File: src/design/sgw_pkg.sv
/*
  shared types and constants of the scatter-gather page walker:
  the 64-byte command layout, page-size arithmetic and the walker states.
  assumes a 64-bit host address space and a 4-bit page size setting.
*/
package sgw_pkg;

  // ==========================================================================
  // sizes and page arithmetic
  localparam int unsigned ADDR_W         = 64;
  localparam int unsigned LEN_W          = 40;  // byte counts up to 4 x (2^32 - 1)
  localparam int unsigned MPS_W          = 4;
  localparam int unsigned PAGE_MIN_SHIFT = 12;  // setting 0 selects a 4KB page
  localparam int unsigned DESC_BYTES     = 8;   // one descriptor is one qword
  localparam int unsigned DESC_SHIFT     = 3;
  localparam int unsigned DWORD_SHIFT    = 2;

  // ==========================================================================
  // namespace selector codes
  localparam logic [31:0] NS_NONE = 32'h0000_0000;
  localparam logic [31:0] NS_ALL  = 32'hFFFF_FFFF;

  // ==========================================================================
  // command image, byte 0 in the least significant bits
  typedef struct packed {
    logic [31:0]       cmdSpecificWord15;    // bytes 63:60
    logic [31:0]       cmdSpecificWord14;    // bytes 59:56
    logic [31:0]       cmdSpecificWord13;    // bytes 55:52
    logic [31:0]       cmdSpecificWord12;    // bytes 51:48
    logic [31:0]       metadataWordCount;    // bytes 47:44
    logic [31:0]       dataWordCount;        // bytes 43:40
    logic [ADDR_W-1:0] secondPageDescriptor; // bytes 39:32
    logic [ADDR_W-1:0] firstPageDescriptor;  // bytes 31:24
    logic [ADDR_W-1:0] metadataBufferPointer;// bytes 23:16
    logic [63:0]       reservedBytes;        // bytes 15:08
    logic [31:0]       namespaceSelector;    // bytes 07:04
    logic [31:0]       commonCommandWord;    // bytes 03:00
  } sgw_cmd_t;

  // page transfer request handed to the data mover
  typedef struct packed {
    logic [ADDR_W-1:0] addr;
    logic [LEN_W-1:0]  bytes;
  } sgw_xfer_t;

  typedef enum logic [3:0] {
    ST_IDLE, ST_FIRST, ST_SECOND, ST_LIST_INIT, ST_LIST_REQ,
    ST_LIST_WAIT, ST_XFER, ST_META, ST_META_WAIT, ST_DONE
  } sgw_state_t;

  localparam logic [LEN_W-1:0] LEN_ZERO = '0;

endpackage

File: src/design/sgw_page_walker.sv
/*
  scatter-gather page walker: takes one command image, issues one page
  transfer per data descriptor, fetches chained descriptor-list pages
  from host memory, then issues the separate metadata transfer.
  assumes a data mover on the xfer port, a qword memory reader on the
  list port, and a page size setting that is stable while busy.
*/
`timescale 1ns/1ps

module sgw_page_walker (
  // clock and reset
  input  wire logic                       core_clk,
  input  wire logic                       sys_rst,
  // configuration
  input  wire logic [sgw_pkg::MPS_W-1:0]  memoryPageSizeSetting,
  input  wire logic                       metaSeparate,
  // command in
  input  wire sgw_pkg::sgw_cmd_t          cmdIn,
  input  wire logic                       cmdValid,
  output logic                            cmdReady,
  // page transfers out
  output sgw_pkg::sgw_xfer_t              xferReq,
  output logic                            xferValid,
  input  wire logic                       xferReady,
  // descriptor-list reads
  output logic [sgw_pkg::ADDR_W-1:0]      memReqAddr,
  output logic                            memReqValid,
  input  wire logic                       memReqReady,
  input  wire logic [63:0]                memRspData,
  input  wire logic                       memRspValid,
  // metadata transfer out
  output logic [sgw_pkg::ADDR_W-1:0]      metaAddr,
  output logic [31:0]                     metaWords,
  output logic                            metaValid,
  input  wire logic                       metaReady,
  // command-specific handling and status
  output logic [127:0]                    cmdSpecificWords,
  output logic [31:0]                     namespaceSelector,
  output logic                            nsAll,
  output logic                            nsNone,
  output logic                            busy,
  output logic                            cmdDone
);

  // ==========================================================================
  // state
  typedef struct packed {
    sgw_pkg::sgw_state_t      fsm;
    sgw_pkg::sgw_state_t      after;
    logic [sgw_pkg::LEN_W-1:0] remBytes;
    logic [sgw_pkg::LEN_W-1:0] slotsLeft;
    logic [sgw_pkg::ADDR_W-1:0] cursor;
    sgw_pkg::sgw_cmd_t        cmd;
    logic                     cmdReady;
    sgw_pkg::sgw_xfer_t       xferReq;
    logic                     xferValid;
    logic [sgw_pkg::ADDR_W-1:0] memReqAddr;
    logic                     memReqValid;
    logic [sgw_pkg::ADDR_W-1:0] metaAddr;
    logic [31:0]              metaWords;
    logic                     metaValid;
    logic                     nsAll;
    logic                     nsNone;
    logic                     busy;
    logic                     cmdDone;
  } sgw_walk_t;
  sgw_walk_t stReg;
  sgw_walk_t stNext;

  // ==========================================================================
  // page arithmetic
  // page size in bytes for the current setting
  function automatic logic [sgw_pkg::LEN_W-1:0] pageBytes(
    input logic [sgw_pkg::MPS_W-1:0] mps
  );
    logic [sgw_pkg::LEN_W-1:0] one;
    one = sgw_pkg::LEN_W'(1);
    return one << (sgw_pkg::PAGE_MIN_SHIFT + 32'(mps));
  endfunction
  // offset bits n:2 of a descriptor, bits 1:0 dropped as reserved
  function automatic logic [sgw_pkg::LEN_W-1:0] pageOffset(
    input logic [sgw_pkg::ADDR_W-1:0] desc,
    input logic [sgw_pkg::MPS_W-1:0]  mps
  );
    logic [sgw_pkg::LEN_W-1:0] low;
    low = desc[sgw_pkg::LEN_W-1:0] & (pageBytes(mps) - sgw_pkg::LEN_W'(1));
    return {low[sgw_pkg::LEN_W-1:sgw_pkg::DWORD_SHIFT], 2'b00};
  endfunction
  function automatic logic [sgw_pkg::LEN_W-1:0] minLen(
    input logic [sgw_pkg::LEN_W-1:0] a,
    input logic [sgw_pkg::LEN_W-1:0] b
  );
    return (a < b) ? a : b;
  endfunction
  logic [sgw_pkg::LEN_W-1:0] pageLen;
  assign pageLen = pageBytes(memoryPageSizeSetting);

  // ==========================================================================
  // walker next state
  // one request outstanding on each port keeps ordering trivial, at the
  // cost of a round trip per list entry
  always_comb
  begin
    logic [sgw_pkg::LEN_W-1:0] chunk;
    logic [sgw_pkg::LEN_W-1:0] remAfter;
    chunk    = sgw_pkg::LEN_ZERO;
    remAfter = sgw_pkg::LEN_ZERO;
    stNext   = stReg;
    stNext.cmdDone = 1'b0;
    unique case (stReg.fsm)
      sgw_pkg::ST_IDLE:
      begin
        stNext.cmdReady = 1'b1;
        if (cmdValid && stReg.cmdReady)
        begin
          stNext.cmdReady = 1'b0;
          stNext.busy     = 1'b1;
          stNext.cmd      = cmdIn; // reserved bytes latched, never read
          stNext.remBytes = {6'h00, cmdIn.dataWordCount, 2'b00};
          stNext.nsAll    = (cmdIn.namespaceSelector == sgw_pkg::NS_ALL);
          stNext.nsNone   = (cmdIn.namespaceSelector == sgw_pkg::NS_NONE);
          stNext.fsm      = (cmdIn.dataWordCount == 32'h0000_0000) ?
                            sgw_pkg::ST_META : sgw_pkg::ST_FIRST;
        end
      end
      sgw_pkg::ST_FIRST:
      begin
        // start at the first descriptor's own offset, up to its page end
        chunk = pageLen - pageOffset(stReg.cmd.firstPageDescriptor,
                                     memoryPageSizeSetting);
        chunk = minLen(chunk, stReg.remBytes);
        remAfter = stReg.remBytes - chunk;
        stNext.xferReq.addr  = {stReg.cmd.firstPageDescriptor[63:2], 2'b00};
        stNext.xferReq.bytes = chunk;
        stNext.xferValid     = 1'b1;
        stNext.remBytes      = remAfter;
        stNext.fsm           = sgw_pkg::ST_XFER;
        if (remAfter == sgw_pkg::LEN_ZERO)
          stNext.after = sgw_pkg::ST_META;
        else if (remAfter <= pageLen)
          stNext.after = sgw_pkg::ST_SECOND;
        else
          stNext.after = sgw_pkg::ST_LIST_INIT;
      end
      sgw_pkg::ST_SECOND:
      begin
        stNext.xferReq.addr  = {stReg.cmd.secondPageDescriptor[63:2], 2'b00};
        stNext.xferReq.bytes = stReg.remBytes;
        stNext.xferValid     = 1'b1;
        stNext.remBytes      = sgw_pkg::LEN_ZERO;
        stNext.after         = sgw_pkg::ST_META;
        stNext.fsm           = sgw_pkg::ST_XFER;
      end
      sgw_pkg::ST_LIST_INIT:
      begin
        // list pointer is qword aligned and may start mid page
        stNext.cursor    = {stReg.cmd.secondPageDescriptor[63:3], 3'b000};
        stNext.slotsLeft = (pageLen - pageOffset(stReg.cmd.secondPageDescriptor,
                           memoryPageSizeSetting)) >> sgw_pkg::DESC_SHIFT;
        stNext.fsm       = sgw_pkg::ST_LIST_REQ;
      end
      sgw_pkg::ST_LIST_REQ:
      begin
        stNext.memReqAddr  = stReg.cursor;
        stNext.memReqValid = 1'b1;
        if (stReg.memReqValid && memReqReady)
        begin
          stNext.memReqValid = 1'b0;
          stNext.fsm         = sgw_pkg::ST_LIST_WAIT;
        end
      end
      sgw_pkg::ST_LIST_WAIT:
      begin
        if (memRspValid)
        begin
          if (stReg.slotsLeft == sgw_pkg::LEN_W'(1) && stReg.remBytes > pageLen)
          begin
            // final slot of a list page chains to the next list page while more than one page is still owed
            stNext.cursor    = {memRspData[63:3], 3'b000};
            stNext.slotsLeft = pageLen >> sgw_pkg::DESC_SHIFT;
            stNext.fsm       = sgw_pkg::ST_LIST_REQ;
          end
          else
          begin
            // count of entries follows from the bytes still owed
            chunk = minLen(stReg.remBytes, pageLen);
            remAfter = stReg.remBytes - chunk;
            stNext.xferReq.addr  = {memRspData[63:2], 2'b00};
            stNext.xferReq.bytes = chunk;
            stNext.xferValid     = 1'b1;
            stNext.remBytes      = remAfter;
            stNext.cursor        = stReg.cursor + 64'(sgw_pkg::DESC_BYTES);
            stNext.slotsLeft     = stReg.slotsLeft - sgw_pkg::LEN_W'(1);
            stNext.after         = (remAfter == sgw_pkg::LEN_ZERO) ?
                                   sgw_pkg::ST_META : sgw_pkg::ST_LIST_REQ;
            stNext.fsm           = sgw_pkg::ST_XFER;
          end
        end
      end
      sgw_pkg::ST_XFER:
      begin
        if (xferReady)
        begin
          stNext.xferValid = 1'b0;
          stNext.fsm       = stReg.after;
        end
      end
      sgw_pkg::ST_META:
      begin
        // interleaved metadata rides inside the data, so nothing to move here
        if (metaSeparate && stReg.cmd.metadataWordCount != 32'h0000_0000)
        begin
          stNext.metaAddr  = {stReg.cmd.metadataBufferPointer[63:2], 2'b00};
          stNext.metaWords = stReg.cmd.metadataWordCount;
          stNext.metaValid = 1'b1;
          stNext.fsm       = sgw_pkg::ST_META_WAIT;
        end
        else
          stNext.fsm = sgw_pkg::ST_DONE;
      end
      sgw_pkg::ST_META_WAIT:
      begin
        if (metaReady)
        begin
          stNext.metaValid = 1'b0;
          stNext.fsm       = sgw_pkg::ST_DONE;
        end
      end
      sgw_pkg::ST_DONE:
      begin
        stNext.cmdDone  = 1'b1;
        stNext.busy     = 1'b0;
        stNext.cmdReady = 1'b1;
        stNext.fsm      = sgw_pkg::ST_IDLE;
      end
    endcase
  end

  // ==========================================================================
  // state register
  always_ff @(posedge core_clk)
  begin
    if (sys_rst)
      stReg <= '0; // all flags low, idle, ready raised one cycle later
    else
      stReg <= stNext;
  end

  // ==========================================================================
  // outputs, each straight from the state register
  assign cmdReady          = stReg.cmdReady;
  assign xferReq           = stReg.xferReq;
  assign xferValid         = stReg.xferValid;
  assign memReqAddr        = stReg.memReqAddr;
  assign memReqValid       = stReg.memReqValid;
  assign metaAddr          = stReg.metaAddr;
  assign metaWords         = stReg.metaWords;
  assign metaValid         = stReg.metaValid;
  assign cmdSpecificWords  = {stReg.cmd.cmdSpecificWord15, stReg.cmd.cmdSpecificWord14,
                              stReg.cmd.cmdSpecificWord13, stReg.cmd.cmdSpecificWord12};
  assign namespaceSelector = stReg.cmd.namespaceSelector;
  assign nsAll             = stReg.nsAll;
  assign nsNone            = stReg.nsNone;
  assign busy              = stReg.busy;
  assign cmdDone           = stReg.cmdDone;
endmodule

File: config.mk
export PLATFORM = sky130hd
export DESIGN_NAME = sgw_page_walker
export DESIGN_NICKNAME = d
export VERILOG_FILES = /design/src/design/sgw_pkg.sv /design/src/design/sgw_page_walker.sv
export SDC_FILE = /design/constraint.sdc
export NUM_CORES = 2
export LEC_CHECK = 0
export BUFFER_PORTS_ARGS = -buffer_cell sky130_fd_sc_hd__buf_2
export CAP_MARGIN = 20
export CORE_AREA = 3 3 392 394
export DETAILED_ROUTE_END_ITERATION = 10
export DIE_AREA = 0 0 395 397
export SETUP_SLACK_MARGIN = 0.02
export SYNTH_ARGS = -nofsm -noshare
export SYNTH_HDL_FRONTEND = slang
export SYNTH_SLANG_ARGS = --single-unit
File: constraint.sdc
create_clock -name core_clk -period 13.8 [get_ports core_clk]
set_input_delay 1.38 -clock core_clk [delete_from_list [all_inputs] [get_ports core_clk]]
set_output_delay 1.38 -clock core_clk [all_outputs]
set_load 0.02 [all_outputs]
Word-level counts from Yosys, hierarchy flattened
Index checks and enable logic that the tools add are counted.
Word-level totals
  bits of input ports: 588
  output and inout port bits: 432
  logic and storage cells: 120
  flip-flop bits (word level): 806
Operators by class
  shifts and indexed selects: 1
  add/sub/neg operators: 8
  muxes and demuxes: 34
  $lt $le $gt $ge: 4
  bitwise gates (word level): 2
  equal/unequal tests: 18
  reductions and logical operators: 26
Operator list (count)
  $pmux W104 S3: 1
  $mux W105: 2
  $pmux W104 S2: 1
  $pmux W40 S4: 1
  $sub A40 B40 Y40: 4
  $mux W152: 1
  $mux W40: 3
  $mux W104: 1
  $and A40 B40 Y40: 2
  $logic_not A40 Y1: 2
  $lt A40 B40 Y1: 2
  $sub A40 B1 Y40 const B: 2
  $add A64 B4 Y64 const B: 1
  $logic_not A32 Y1: 2
  $mux W44: 1
  $eq A40 B1 Y1 const B: 1
  $gt A40 B40 Y1: 1
  $le A40 B40 Y1: 1
  $shl A1 B5 Y40 const A: 1
  $pmux W4 S9: 1
  $eq A32 B32 Y1 const B: 1
  $reduce_bool A32 Y1: 1
  $mux W4: 5
  $eq A4 B3 Y1 const B: 4
  21 further kinds: 51

Longest topological paths before layout
  word-level depth: 12
  depth in mapped cells: 52
  gate-level depth less buffers: 45

Worst setup path after synthesis
No wires, ideal clock.
  path kind: input port to flip-flop
  start point: input port memoryPageSizeSetting[2] (netlist bit)
  end point: register stReg[928] (netlist bit)
  setup time: 120 ps
  path slack: 2448 ps
  arrival: 11233 ps
  data required time: 13680 ps
  stages: 48
  path buffers: 10
  path through: buf_4 > clkbuf_1 > inv_1 > clkbuf_1 > ha_1 > buf_2 > nor2b_1 > clkbuf_1 > nand2_1 > inv_1 > ha_1 > inv_1 > o41ai_1 > a311o_1 > o22ai_1 > a2111oi_2 > o31ai_1 > o21a_1 > [... 12 more ...] > clkbuf_1 > o21ai_0 > ha_1 > clkbuf_1 > and4_1 > and3_1 > a221oi_1 > and3_1 > xnor2_1 > ha_1 > a21o_1 > a21o_1 > a21oi_1 > o21ai_0 > a211oi_1 > a31oi_1 > o21a_1 > a211o_1
Between the ends
  longest elaborated chain between the ends: 12
  elaborated cells between the ends (all ways): 24
  classes of those cells: add/sub: 5; order compare: 4; eq/ne: 1; shift: 1; mux: 8; bitwise: 1; reduce/logical: 4
RTL lines
  start: declaration: line sgw_page_walker.sv:15  | input wire logic [sgw_pkg::MPS_W-1:0] memoryPageSizeSetting,
  $add A4 B4 Y5 *: line sgw_page_walker.sv:78  | return one << (sgw_pkg::PAGE_MIN_SHIFT + 32'(mps));
  $shl A1 B5 Y40 *: line sgw_page_walker.sv:78
  $sub A40 B1 Y40: line sgw_page_walker.sv:86  | low = desc[sgw_pkg::LEN_W-1:0] & (pageBytes(mps) - sgw_pkg::LEN_W'(1));
  $and A40 B40 Y40: line sgw_page_walker.sv:86
  $sub A40 B40 Y40: line sgw_page_walker.sv:129  | chunk = pageLen - pageOffset(stReg.cmd.firstPageDescriptor,
  $lt A40 B40 Y1: line sgw_page_walker.sv:93  | return (a < b) ? a : b;
  $mux W40: line sgw_page_walker.sv:93
  $sub A40 B40 Y40: line sgw_page_walker.sv:132  | remAfter = stReg.remBytes - chunk;
  $le A40 B40 Y1: line sgw_page_walker.sv:140  | else if (remAfter <= pageLen)
  $mux W1: line sgw_page_walker.sv:140
  $mux W4: line sgw_page_walker.sv:138  | if (remAfter == sgw_pkg::LEN_ZERO)
  $pmux W4 S3: line sgw_page_walker.sv:110  | unique case (stReg.fsm)
  end signal: assignment: line sgw_page_walker.sv:246  | stReg <= stNext;
  end: declaration: line sgw_page_walker.sv:67  | sgw_walk_t stReg;
Mark *: on every way between the ends. The rest lies on a longest branch, timed or not. The select of a mux whose other input is x is not followed.
A chain may end at the register's enable or synchronous reset.

Worst setup path in the final report
  start point: input port memoryPageSizeSetting[3] (netlist bit)
  end point: register stReg[928] (netlist bit)
Same word-level chain as after synthesis.

==> metrics.md <==
| Metric | Value |
|---|---|
| Synth async-reset ratio | `0%` |
| Crit path launch type | `input pin` |
| Synth Cell Area | `47500 µm²` |
| Multi-input logic area | `about 26000 µm²` |
| FP Rows | `about 140` |
| # fillers | `16300` |
| Vias in the first global route | `45400` |
| Clock Sinks | `~790` |
| Total CTS buffers | `93` |
| Fin nets | `7541` |
| I/O Pins | `roughly 1000` |
| Tot GR Track Use | `28.0%` |
| Sequential share of the synthesized area | `33.4%` |
| Worst EP arrival | `approximately 12 ns` |
| Flip-flop and latch area | `15800 µm²` |
| Worst reg2reg startpoint | `stReg[479]$_SDFFE_PP0P_` |
| TritonRoute pass-1 iters | `9` |
| PwrDens | `272 nW/µm²` |
| RSZ-0062 raised after global routing | `no` |
| Max_cap viols | `0` |
| Crit Path Class | `in2reg` |
| Routed wire length | `234000 µm` |
| Reg2reg setup slack | `4.05 ns` |
| Most frequent cells in the layout | `nand2_1 (1447), buf_2 (908), a21oi_1 (880)` |
| Yosys warnings | `0` |
| Clk network pwr share | `between 10% and 20%` |
| Number of enable flip-flop cells after synthesis | `0` |
| Die Ht | `between 300 and 400 µm` |
| Setup Skew | `approximately 0.058 ns` |
| Cells after DPL | `8682` |
| Residual DRC | `0` |
| Syn Inst Count | `6469` |
| Status | `finished, final reports clean` |
| CP max stage cell | `ha_1` |
| Fin Setup TNS | `0 ns` |
| Number of synthesized register bits | `791` |
| Via count | `roughly 50000` |
| DRT iter0 DRCs | `5562` |
| Clk pin slew, worst setup/hold paths | `~0.07 ns` |
| Crit share post-route | `83.1%` |
| H-tree depth | `3` |
| Cts repair resizes | `0` |
| WL/cell | `approximately 26 µm` |
| Worst vdd ir | `199 µV` |
| CP max stage delay | `~0.55 ns` |
| Final Hold Fails | `0` |
| Final setup viols | `0` |
| Port bufs | `around 910` |
| First-pass GRT wire length | `approximately 330000 µm` |
| Crit path capture type | `register` |
| CTS tree | `built` |
| Hold Path Class | `reg2reg` |
| Slew headroom | `22.8%` |
| Switching part of the total | `50.4%` |
| Setup bufs post-CTS | `0` |
| Slew Limit Fails | `0` |
| Seq pwr share | `between 20% and 30%` |
| Total grt overflow | `0` |
| Pint | `7.32 mW` |
| Final non-filler cell total | `8891` |
| Core box area | `150000 µm²` |
| Die area | `about 160000 µm²` |
| Detailed Place HPWL | `181000 µm` |
| Hold Buf Count CTS | `0` |
| ANT nets after route | `0` |
| Worst setup path start | `memoryPageSizeSetting[3]` |
| Hold_sp | `stReg[461]$_SDFFE_PP0P_` |
| Synth-to-Final Area Change | `14.2%` |
| Starting density of the core | `31.6%` |
| DR vias/cell | `between 5 and 6` |
| Synth cell types | `100` |
| Fin util | `36.1%` |
| Root Buffer | `clkbuf_16` |
| Most used DFF post-synth | `dfxtp_1` |
| Initial antenna violation count | `69` |
| Worst Tran Pin Value | `1.14 ns` |
| Layout cells sized above 1 | `18.6%` |
| Gpl congestion | `between 1 and 1.5` |
| CP required | `14.40 ns` |
| Die Width | `395 µm` |
| Comb power frac | `61.3%` |
| Clk Latency, worst-skew pair | `approximately 0.74 ns` |
| Largest net degree at the start of global routing | `209` |
| CTS Buffer Depth | `3` |
| Crit path max fanout | `16` |
| NetSw | `7.42 mW` |
| Avg Inst Size Synth | `7.34 µm²` |
| Leakage | `21.4 nW` |
| Fin crit period | `roughly 11 ns` |
| Most common cell after layout, fill and taps aside | `nand2_1` |
| Peak Freq | `87.2 MHz` |
-- power by group through the flow --
stage          logic, mW  registers (mW)  clock network (mW)
2_1_floorplan       6.01            2.92                   0
3_3_place_gp        8.80            3.11                   0
3_5_place_dp        8.82            3.11                   0
4_1_cts             8.87            3.07                2.67
5_1_grt             9.72            3.12                2.75
6_report            9.03            3.09                2.62
-- final timing paths --
kind | to | cells past startpoint
max reg2reg | stReg[928]$_SDFFE_PP0P_ | 39
min | metaAddr[61]$_SDFFE_PP0P_ | 2
max | stReg[928]$_SDFFE_PP0P_ | 42
min reg2reg | metaAddr[61]$_SDFFE_PP0P_ | 2
-- Yosys cell counts, types with 28 or more instances --
library cell	number	area, µm²
a311oi_1	76	666
and3_1	41	257
xnor2_1	82	718
nand2_1	1448	5440
mux2i_1	39	390
nand2b_1	30	188
nand3_1	100	500
buf_2	48	240
inv_1	130	488
ha_1	189	2360
a31oi_1	35	219
nor4_1	54	338
xor2_1	52	455
clkbuf_1	359	1350
a22oi_1	59	443
nor2b_1	28	175
a21o_1	67	503
a211oi_1	96	721
nand4_1	66	413
a221o_1	34	340
buf_4	427	3210
o211ai_1	78	586
o21ai_0	227	1140
nor2_1	426	1600
dfxtp_1	791	15800
nor3_1	146	731
a21oi_1	880	4400
a221oi_1	37	324
-- final cells by class --
type | count | share of cell area (%)
diodes | 41 | 0.189
clock buffers | 126 | 4.80
clock inverters | 41 | 1.11
inverters | 132 | 0.914
multi-input cells | 4695 | 48.7
flip-flops and latches | 791 | 29.2
well taps | 2016 | 4.65
repair buffers | 1049 | 10.4
-- sequential cells by signal, summed over array words and instances, names as in the netlist --
| signal | flops |
|---|---|
| metaWords | 32 |
| cmdReady | 1 |
| metaAddr | 62 |
| nsAll | 1 |
| busy | 1 |
| cmdSpecificWords | 128 |
| stReg | 366 |
| namespaceSelector | 32 |
| metaValid | 1 |
| memReqValid | 1 |
| memReqAddr | 61 |
| nsNone | 1 |
| xferValid | 1 |
| xferReq | 102 |
| cmdDone | 1 |
-- logic make-up after synthesis --
kind of cell | share of synthesized area [%]
xor gates and xnor gates | 2.47
muxes | 0.870
buffers and inverters | 11.3
other | 0.00790
DFF | 33.4
AOI/OAI and AO/OA | 24.1
and+or+nand+nor | 22.7
adders and majority gates | 5.09
-- metrics by stage --
stage / instance area, µm² / setup WS (ns) / hold slack [ns] / power (mW)
after floorplan: 47500 / 2.45 / 0.432 / 8.93
after global placement: 50900 / 1.97 / 0.436 / 11.9
after detailed placement: 50900 / 1.87 / 0.443 / 11.9
after CTS: 54100 / 2.62 / 0.444 / 14.6
after global routing: 54200 / 1.73 / 0.462 / 15.6
final: 54200 / 2.33 / 0.442 / 14.7
-- layer usage --
layer / wire length [µm] / track usage [%] / up-vias
met1: 93300 / 35.0 / 23600
met4: 13600 / 14.9 / 26
met2: 107000 / 45.2 / 2512
li1: - / - / 22900
met5: 155 / 0 / -
met3: 20700 / 6.06 / 518
-- critical path, delay by kind of cell --
kind,cells,cell delay (ns)
AND/OR/NAND/NOR,10,2.65
buffers and inverters,7,1.42
XOR/XNOR,2,0.75
adder cells (fa/ha/maj),5,1.98
AO/OA/AOI/OAI,18,3.88
No activity file was read; power rests on OpenSTA's default activity.
